--- src/pkg/sun_angle_regs.vh ---
// constants for the sun-angle serial readout
`ifndef SUN_ANGLE_REGS_VH
`define SUN_ANGLE_REGS_VH

// -------------------------------------------------------------
// word layout
// -------------------------------------------------------------
`define ANGLE_BITS            7
`define WORD_BITS             8
`define MARKER_POS            7
`define MARKER_RESET_VAL      1'b1
`define DATA_RESET_VAL        7'h00

// -------------------------------------------------------------
// timing
// -------------------------------------------------------------
`define CLK_PERIOD_NS         10
`define CHOP_RATE_HZ          4000
`define CHOP_HALF_CYCLES      ((1000000000 / `CHOP_RATE_HZ) / (2 * `CLK_PERIOD_NS))
`define SAMPLE_TIME_US        500
`define SAMPLE_CYCLES         ((`SAMPLE_TIME_US * 1000) / `CLK_PERIOD_NS)
`define HOLD_MIN_MS           50
`define HOLD_MAX_MS           100
`define HOLD_CYCLES           ((`HOLD_MIN_MS * 1000000) / `CLK_PERIOD_NS)
`define SHIFT_DIV_CYCLES      1000
`define TRIG_STEP_COUNT       4

`endif

--- src/chop_trigger.v ---
// chopped, stepped trigger detector for the reference-plane photocell
`timescale 1ns/1ps
`include "sun_angle_regs.vh"
module chop_trigger
#(
	parameter HALF_CYCLES = `CHOP_HALF_CYCLES,
	parameter STEPS       = `TRIG_STEP_COUNT
)
(
	input  wire core_clk_i,
	input  wire reset_n_i,
	input  wire clk_en_i,
	input  wire eye_lit_i,
	output reg  fire_o
);
	// ---------------------------------------------------------
	// chopper clock and step integrator
	// ---------------------------------------------------------
	reg [15:0] div_q;
	reg        tick_q;
	reg [3:0]  level_q;
	reg        above_q;

	// 8 kc tick, one per 4 kc chop half cycle; integrator only moves on ticks so the threshold
	// is crossed at a discrete step, not an arbitrary point
	always @(posedge core_clk_i or negedge reset_n_i)
	begin
		if (!reset_n_i)
		begin
			div_q   <= 16'h0000;
			tick_q  <= 1'b0;
			level_q <= 4'h0;
			above_q <= 1'b0;
			fire_o  <= 1'b0;
		end
		else if (clk_en_i)
		begin
			tick_q <= 1'b0;
			fire_o <= 1'b0;
			if (div_q == HALF_CYCLES[15:0] - 16'h0001)
			begin
				div_q  <= 16'h0000;
				tick_q <= 1'b1;
			end
			else
				div_q <= div_q + 16'h0001;
			if (tick_q)
			begin
				if (eye_lit_i && level_q != STEPS[3:0])
					level_q <= level_q + 4'h1;
				else if (!eye_lit_i && level_q != 4'h0)
					level_q <= level_q - 4'h1;
				if (level_q == STEPS[3:0])
					above_q <= 1'b1;
				else if (level_q == 4'h0)
					above_q <= 1'b0;
			end
			// falling edge of detector output starts the sample
			if (tick_q && above_q && level_q == 4'h0)
				fire_o <= 1'b1;
		end
	end
endmodule

--- src/two_entry_buf.v ---
// two-entry valid/ready buffer for serial bits
`timescale 1ns/1ps
module two_entry_buf
#(
	parameter WIDTH = 1
)
(
	input  wire             core_clk_i,
	input  wire             reset_n_i,
	input  wire             clk_en_i,
	input  wire             in_valid_i,
	output wire             in_ready_o,
	input  wire [WIDTH-1:0] in_data_i,
	output wire             out_valid_o,
	input  wire             out_ready_i,
	output reg  [WIDTH-1:0] out_data_o
);
	// ---------------------------------------------------------
	// storage
	// ---------------------------------------------------------
	reg [WIDTH-1:0] mem_q [0:1];
	reg             wr_q;
	reg             rd_q;
	reg [1:0]       cnt_q;
	wire            push;
	wire            pop;

	// handshakes
	assign in_ready_o  = (cnt_q != 2'd2);
	assign out_valid_o = (cnt_q != 2'd0);
	assign push        = in_valid_i && in_ready_o && clk_en_i;
	assign pop         = out_valid_o && out_ready_i && clk_en_i;

	// pointers and count
	always @(posedge core_clk_i or negedge reset_n_i)
	begin
		if (!reset_n_i)
		begin
			wr_q  <= 1'b0;
			rd_q  <= 1'b0;
			cnt_q <= 2'd0;
		end
		else
		begin
			if (push)
				wr_q <= ~wr_q;
			if (pop)
				rd_q <= ~rd_q;
			cnt_q <= cnt_q + {1'b0, push} - {1'b0, pop};
		end
	end

	// array write, no reset needed for data
	always @(posedge core_clk_i)
	begin
		if (push)
			mem_q[wr_q] <= in_data_i;
	end

	// head word held in a flop
	always @(posedge core_clk_i or negedge reset_n_i)
	begin
		if (!reset_n_i)
			out_data_o <= {WIDTH{1'b0}};
		else if (clk_en_i)
		begin
			if (cnt_q == 2'd0 || (pop && cnt_q == 2'd1))
				out_data_o <= in_data_i;
			else if (pop)
				out_data_o <= mem_q[~rd_q];
		end
	end
endmodule

--- src/sun_angle_gray_serial_readout.v ---
// sun-angle gray-coded serial readout top
//
// Operation
// - The angle is a seven-bit gray value, one degree per step over 128 degrees.
// - Neighbouring angle codes differ in a single bit.
// - The threshold stages are chained as a shift register whose last stage is the serial out.
// - Seven thresholded bits load the first seven of eight register stages.
// - A readout starts only after the reference-plane trigger cell has seen the sun and gone dark again.
// - The trigger path is chopped at 4 kc and stepped once per chop half cycle (8 kc) so it fires at a discrete step.
// - The trigger falling edge starts a 500 us sample pulse that gates bits in.
// - During sampling a stage sets to one when its level is above midpoint, else stays zero.
// - The shift oscillator runs while any stage holds one.
// - Reset puts one in the end-of-word stage; shifting stops once it has left.
// - After power-up all stages are held inactive 50 to 100 ms, then released for good.
`timescale 1ns/1ps
`include "sun_angle_regs.vh"
module sun_angle_gray_serial_readout
#(
	parameter HOLD_CYCLES   = `HOLD_CYCLES,
	parameter SAMPLE_CYCLES = `SAMPLE_CYCLES,
	parameter SHIFT_DIV     = `SHIFT_DIV_CYCLES,
	parameter CHOP_HALF     = `CHOP_HALF_CYCLES,
	parameter MSB_FIRST     = 1
)
(
	input  wire                    core_clk_i,
	input  wire                    reset_n_i,
	input  wire                    clk_en_i,
	input  wire                    trig_eye_i,
	input  wire [`ANGLE_BITS-1:0]  angle_above_i,
	output wire                    ser_valid_o,
	input  wire                    ser_ready_i,
	output wire                    ser_data_o,
	output reg                     ser_last_o,
	output reg                     busy_o,
	output reg                     hold_o
);
	// ---------------------------------------------------------
	// states
	// ---------------------------------------------------------
	localparam ST_HOLD   = 2'd0;
	localparam ST_IDLE   = 2'd1;
	localparam ST_SAMPLE = 2'd2;
	localparam ST_SHIFT  = 2'd3;

	// ---------------------------------------------------------
	// pin synchronisers
	// ---------------------------------------------------------
	reg                   eye_s1_q;
	reg                   eye_s2_q;
	reg [`ANGLE_BITS-1:0] ang_s1_q;
	reg [`ANGLE_BITS-1:0] ang_s2_q;

	// pins come from analog comparators, so two flops each
	always @(posedge core_clk_i or negedge reset_n_i)
	begin
		if (!reset_n_i)
		begin
			eye_s1_q <= 1'b0;
			eye_s2_q <= 1'b0;
			ang_s1_q <= `DATA_RESET_VAL;
			ang_s2_q <= `DATA_RESET_VAL;
		end
		else if (clk_en_i)
		begin
			eye_s1_q <= trig_eye_i;
			eye_s2_q <= eye_s1_q;
			ang_s1_q <= angle_above_i;
			ang_s2_q <= ang_s1_q;
		end
	end

	// ---------------------------------------------------------
	// trigger detector
	// ---------------------------------------------------------
	wire fire;

	chop_trigger #(
		.HALF_CYCLES (CHOP_HALF),
		.STEPS       (`TRIG_STEP_COUNT)
	) u_trig (
		.core_clk_i  (core_clk_i),
		.reset_n_i   (reset_n_i),
		.clk_en_i    (clk_en_i),
		.eye_lit_i   (eye_s2_q),
		.fire_o      (fire)
	);

	// ---------------------------------------------------------
	// output buffer
	// ---------------------------------------------------------
	wire buf_ready;
	reg  bit_valid;
	reg  bit_data;

	two_entry_buf #(
		.WIDTH       (1)
	) u_buf (
		.core_clk_i  (core_clk_i),
		.reset_n_i   (reset_n_i),
		.clk_en_i    (clk_en_i),
		.in_valid_i  (bit_valid),
		.in_ready_o  (buf_ready),
		.in_data_i   (bit_data),
		.out_valid_o (ser_valid_o),
		.out_ready_i (ser_ready_i),
		.out_data_o  (ser_data_o)
	);

	// ---------------------------------------------------------
	// shift register and sequencing
	// ---------------------------------------------------------
	// each stage is kept as its zero-side level: 0 means the stage is
	// set, 1 means it is clear. the power-on hold and the shift fill
	// both leave stages clear, so an all-ones register is empty and
	// the zero-side or below is exactly the oscillator enable.
	reg [1:0]             state_q;
	reg [31:0]            cnt_q;
	reg [`WORD_BITS-1:0]  sr_q;
	wire                  any_zero;
	wire                  div_done;
	wire                  osc_tick;
	wire [`WORD_BITS-1:0] sr_next;

	// set-side view of a freshly sampled word: marker on top, then
	// the gray bits exactly as the comparators report them
	// gray bits pass unchanged, one degree moves one bit
	function [`WORD_BITS-1:0] load_word;
		input [`ANGLE_BITS-1:0] above;
		begin
			load_word = {`MARKER_RESET_VAL, above};
		end
	endfunction

	// serial tap: the end stage of the chain, turned back to set side
	function out_bit;
		input [`WORD_BITS-1:0] w;
		begin
			if (MSB_FIRST != 0)
				out_bit = ~w[`ANGLE_BITS-1];
			else
				out_bit = ~w[0];
		end
	endfunction

	// one shift step; a clear stage (1) fills in behind the marker
	// msb first: data climbs toward bit 6, marker drops into bit 0
	// lsb first: whole word walks down, marker reaches bit 0 last
	function [`WORD_BITS-1:0] shift_word;
		input [`WORD_BITS-1:0] w;
		begin
			if (MSB_FIRST != 0)
				shift_word = {1'b1, w[`ANGLE_BITS-2:0], w[`WORD_BITS-1]};
			else
				shift_word = {1'b1, w[`WORD_BITS-1:1]};
		end
	endfunction

	// ---------------------------------------------------------
	// shift oscillator
	// ---------------------------------------------------------
	// zero-side or: oscillator enabled while any stage is set
	assign any_zero = ~&sr_q;
	assign div_done = (cnt_q == SHIFT_DIV - 1);
	// a stall freezes the oscillator so no bit is lost; the pending
	// push must land first, else a fast rate could overrun the buffer
	assign osc_tick = any_zero && div_done && buf_ready && !bit_valid;
	assign sr_next  = shift_word(sr_q);

	// ---------------------------------------------------------
	// main sequencer
	// ---------------------------------------------------------
	// hold -> idle once; idle -> sample on fire; sample -> shift after
	// the sample window; shift -> idle when the marker has left.
	// limitation: the sample window is a fixed count, not a one-shot
	// retriggered by the detector, so a second fire inside it is lost.

	// main sequencer
	always @(posedge core_clk_i or negedge reset_n_i)
	begin
		if (!reset_n_i)
		begin
			state_q    <= ST_HOLD;
			cnt_q      <= 32'h00000000;
			sr_q       <= {`WORD_BITS{1'b1}};
			bit_valid  <= 1'b0;
			bit_data   <= 1'b0;
			ser_last_o <= 1'b0;
			busy_o     <= 1'b0;
			hold_o     <= 1'b1;
		end
		else if (clk_en_i)
		begin
			bit_valid <= 1'b0;
			case (state_q)
			ST_HOLD:
			begin
				// stages forced inactive until the hold expires
				sr_q <= {`WORD_BITS{1'b1}};
				if (cnt_q == HOLD_CYCLES - 1)
				begin
					cnt_q   <= 32'h00000000;
					hold_o  <= 1'b0;
					state_q <= ST_IDLE;
				end
				else
					cnt_q <= cnt_q + 32'h00000001;
			end
			ST_IDLE:
			begin
				busy_o <= 1'b0;
				if (fire)
				begin
					// reset: data stages clear, marker stage set
					sr_q    <= {~`MARKER_RESET_VAL, ~`DATA_RESET_VAL};
					cnt_q   <= 32'h00000000;
					busy_o  <= 1'b1;
					state_q <= ST_SAMPLE;
				end
			end
			ST_SAMPLE:
			begin
				// only sets are gated in; below-midpoint stays zero
				sr_q <= sr_q & ~load_word(ang_s2_q);
				if (cnt_q == SAMPLE_CYCLES - 1)
				begin
					cnt_q   <= 32'h00000000;
					state_q <= ST_SHIFT;
				end
				else
					cnt_q <= cnt_q + 32'h00000001;
			end
			ST_SHIFT:
			begin
				// fire is not looked at here until the marker is gone
				if (!any_zero)
				begin
					// register empty: oscillator stopped, readout over
					busy_o     <= 1'b0;
					ser_last_o <= 1'b0;
					state_q    <= ST_IDLE;
				end
				else if (osc_tick)
				begin
					cnt_q      <= 32'h00000000;
					bit_valid  <= 1'b1;
					bit_data   <= out_bit(sr_q);
					// marker walks toward the tap; clear stages fill behind
					sr_q       <= sr_next;
					// the shift that empties the register carries the marker
					ser_last_o <= &sr_next;
				end
				else if (!div_done)
					cnt_q <= cnt_q + 32'h00000001;
			end
			default:
				state_q <= ST_HOLD;
			endcase
		end
	end
endmodule

--- config.mk ---
export PLATFORM = sky130hd
export DESIGN_NAME = sun_angle_gray_serial_readout
export DESIGN_NICKNAME = d
export VERILOG_FILES = /design/src/chop_trigger.v /design/src/two_entry_buf.v /design/src/sun_angle_gray_serial_readout.v
export VERILOG_INCLUDE_DIRS = /design/src /design/src/pkg
export SDC_FILE = /design/constraint.sdc
export NUM_CORES = 1
export LEC_CHECK = 0
export BUFFER_PORTS_ARGS = -buffer_cell sky130_fd_sc_hd__buf_2
export CAP_MARGIN = 20
export CORE_MARGIN = 3
export CORE_UTILIZATION = 55
export DETAILED_ROUTE_END_ITERATION = 8
export PLACE_DENSITY = 0.72
export SKIP_CTS_REPAIR_TIMING = 1
export SLEW_MARGIN = 20
export SYNTH_ARGS = -nofsm -noshare
export SYNTH_HDL_FRONTEND = slang
export SYNTH_HIERARCHICAL = 1
export SYNTH_SLANG_ARGS = --single-unit
--- constraint.sdc ---
create_clock -name core_clk_i -period 4 [get_ports core_clk_i]
set_input_delay 0.6 -clock core_clk_i [delete_from_list [all_inputs] [get_ports core_clk_i]]
set_output_delay 0.6 -clock core_clk_i [all_outputs]
set_load 0.02 [all_outputs]
==> impl_results.md <==
- Largest cells by area after synthesis: dfrtp_1 (40%), nand2_1 (5.2%), dfstp_2 (4.7%), mux2_2 (4.0%), nand3_1 (3.4%)
- Core Region: ~8800 sq um
- Grt ovf: 0
- Sw frac: about 26%
- Slowest cell on the critical path: or4_1
- Clk sinks: a little over 90
- Delay-heaviest family, CP: simple AND/OR/NAND/NOR gates
- Die X: slightly above 100 um
- Worst path cell trace: or3_1 > or4_1 > nor4_1 > o2bb2ai_1 > and2_1 > nor2_1 > a32o_1
- Hold Vio Cnt, Final: 0
- RSZ-0062 raised after global routing: no
- CP peak stage delay: ~0.52 ns
- Pre-CTS setup slack: 0.9561 ns
- Final std cells w/o fill: ~650
- Fraction of registers with async set/reset: about 100%
- Syn_nets: 550
- Comb power frac: around 11%
- Port-buffer cells: 16
- FILL cells: a little under 800
- P&R area growth vs syn: 6.900%
- Largest net degree at the start of global routing: 78
- Setup crit end kind: flop
- Worst-margin pin slew: 0.9882 ns
- Die H: between 100 and 150 um
- Gr usage total: between 20% and 30%
- Starting Density: approximately 57%
- Crit path launch type: flop
- Final WS setup: approximately 0.90 ns
- Post-synth top cells: dfrtp_1 (82), nand2_1 (70), nand3_1 (34)
- Top-count cell post-synth: dfrtp_1
- Area share of the largest cell type after synthesis: roughly two fifths
- Highest Clock Rate: about 0.32 GHz
- Clock power share: approximately 33%
- XOR/XNOR share of the synthesized area: a little over 3%
- Leakage power: around 2.3 nW
- CTS HTree Levels: 3
- Slew Limit Fails: 0
- DPL Wire Length: 7400 um
- Root Buffer: clkbuf_8
- TritonCTS clock tree: built
- Worst hold path type: input pin to asynchronous set/reset pin
- Vias/cell: between 6 and 7
- First-pass GRT wire length: ~18,000 um
- Number of distinct library cells after synthesis: 66
- Site row count: 34
- Final wirelength: between 10,000 and 15,000 um
- Fin Hold WS: roughly 0.37 ns
- Final core occ: between 60 and 70%
- Power per Cell Area: 353.8 nW/um^2
- Layout Nets: 560
- Clk_lat worst skew: between 0.3 and 0.4 ns
- I/O Pins: 17
- P_sw: approximately 0.5 mW
- Max-capacitance violation count: 0
- Slew HR: between 30% and 40%
- Post-synth EDFFs: 2
- Yosys reg bits: 93
- Post-synthesis compound-gate area fraction: between 15 and 20%
- Initial DRC count: 287
- Number of routed nets with antenna violations: 0
- Die Area: approximately 10,000 sq um
- DR DRC count: 0
- Dpl cells: around 630
- Wire length per cell: about 16 um
- Largest family of logic cells by synthesized area: simple AND/OR/NAND/NOR gates
- Post-synthesis mux area share: ~4.4%
- Clk pin slew, worst setup/hold paths: about 0.09 ns
- CTS Buffer Depth: 2
- Final setup TNS: 0 ns
- Mean Syn Cell Area: between 9 and 10 sq um
- Worst vdd ir: about 170 uV
- Leading area contributor after synthesis: dfrtp_1
- Buf/Inv on CP: 0
- Vias in the first global route: 3,934
- Crit-path max FO: 15
- Simple-gate share of the synthesized area: 23.78%
- Ys flop type: dfrtp_1
- Critical path class: flop to flop
- DRT Pass-1 Iters: 5
- Layout Skew: about 0.01 ns
- Final Cycle Share: slightly below 80%
- Final Critical Period: 3.096 ns
- CP Data Required Time: 4.25 ns
- Antenna diode count: 0
- Outcome: finished, final reports clean
- Mapped cell area: ~5100 sq um
- Adder-Cell Fraction of Synth Area: 3.105%
- Total CTS buffers: 9
- Via count: approximately 4,000
- Final Setup Violations: 0
- Initial antenna violation count: 0
- Post-Syn Instances: between 500 and 600
- Internal power: roughly 1.4 mW
- Register area share after synthesis: between 40 and 50%
- Share of cells above drive strength 1: between 10 and 15%
- Crit path DAT: around 3.4 ns
- Flop pwr share: a little under three fifths
- Synth Warn #: 6
- Gpl congestion: 0.8431
[worst reg2reg max path, cell delays in order, from the launching register on]
cell	delay [ns]
dfrtp_1	0.46
or3_1	0.39
or4_1	0.52
nor4_1	0.24
o2bb2ai_1	0.21
and2_1	0.51
nor2_1	0.34
a32o_1	0.33
[cell usage in the layout (no fill, tap or decap), types with 11 or more instances in the layout]
master    n
o21ai_1  17
nand2_1  70
dfrtp_1  82
ha_1     11
a21oi_1  18
buf_2    15
nor3_1   21
nor2_1   30
inv_1    16
nand3_1  34
a21o_1   13
nand4_1  16
a22o_1   18
mux2_2   18
[final timing paths]
kind | slack [ns] | end | startpoint | cells after the start
max reg2reg | 0.90 | cnt_q[6]$_DFFE_PN0P_ | cnt_q[13]$_DFFE_PN0P_ | 7
max | 0.90 | cnt_q[6]$_DFFE_PN0P_ | cnt_q[13]$_DFFE_PN0P_ | 7
min | 0.37 | u_buf/rd_q$_DFFE_PN0P_ | reset_n_i | 1
min in group core_clk_i | 0.46 | eye_s1_q$_DFFE_PN0P_ | trig_eye_i | 2
max in group asynchronous | 2.85 | ang_s1_q[2]$_DFFE_PN0P_ | reset_n_i | 2
min reg2reg | 0.46 | hold_o$_DFFE_PN1P_ | hold_o$_DFFE_PN1P_ | 1
[logic make-up after synthesis]
family                     Yosys count
xor gates and xnor gates            18
muxes                               20
and+or+nand+nor                    231
buffers and inverters               37
AOI/OAI and AO/OA                  115
DFF                                 93
adders and majority gates           12
[sequential cells by signal, summed over array words and instances (netlist names), 2 cells and up]
| register | count |
|---|---|
| sr_q | 8 |
| ang_s2_q | 7 |
| u_trig/div_q | 16 |
| u_buf/mem_q | 2 |
| cnt_q | 32 |
| state_q | 2 |
| ang_s1_q | 7 |
| u_buf/cnt_q | 2 |
| u_trig/level_q | 4 |
[power groups by stage]
| stage | Sequential (mW) | Clock, mW | Combinational (mW) |
|---|---|---|---|
| 2_1_floorplan | 1.09 | 0 | 0.151 |
| 3_3_place_gp | 1.10 | 0 | 0.207 |
| 3_5_place_dp | 1.10 | 0 | 0.216 |
| 4_1_cts | 1.08 | 0.649 | 0.216 |
| 5_1_grt | 1.10 | 0.689 | 0.243 |
| 6_report | 1.08 | 0.627 | 0.213 |
[metrics by stage]
stage | area, sq um | total power, mW
2_1_floorplan | 5077 | 1.237
3_3_place_gp | 5233 | 1.302
3_5_place_dp | 5233 | 1.315
4_1_cts | 5428 | 1.947
5_1_grt | 5428 | 2.028
6_report | 5428 | 1.920
[layer usage]
layer | vias to the layer above | GRT usage, % | wire length [um]
met2 | 85 | 35.38 | 5014
li1 | 1937 | - | -
met1 | 2004 | 30.40 | 4991
met4 | 0 | 6.054 | 151
met5 | - | 0 | 0
met3 | 14 | 5.256 | 461
[layout make-up]
cell class / count / area [sq um] / share of cell area (%)
clock buffer: 13 / 148.9 / 2.743
clock inverter: 3 / 46.29 / 0.8529
inverter: 16 / 60.06 / 1.106
multi-input combinational: 396 / 2576 / 47.46
sequential: 93 / 2349 / 43.27
tap: 108 / 135.1 / 2.490
timing repair buffer: 20 / 112.6 / 2.075
(Power assumes the default switching activity.)
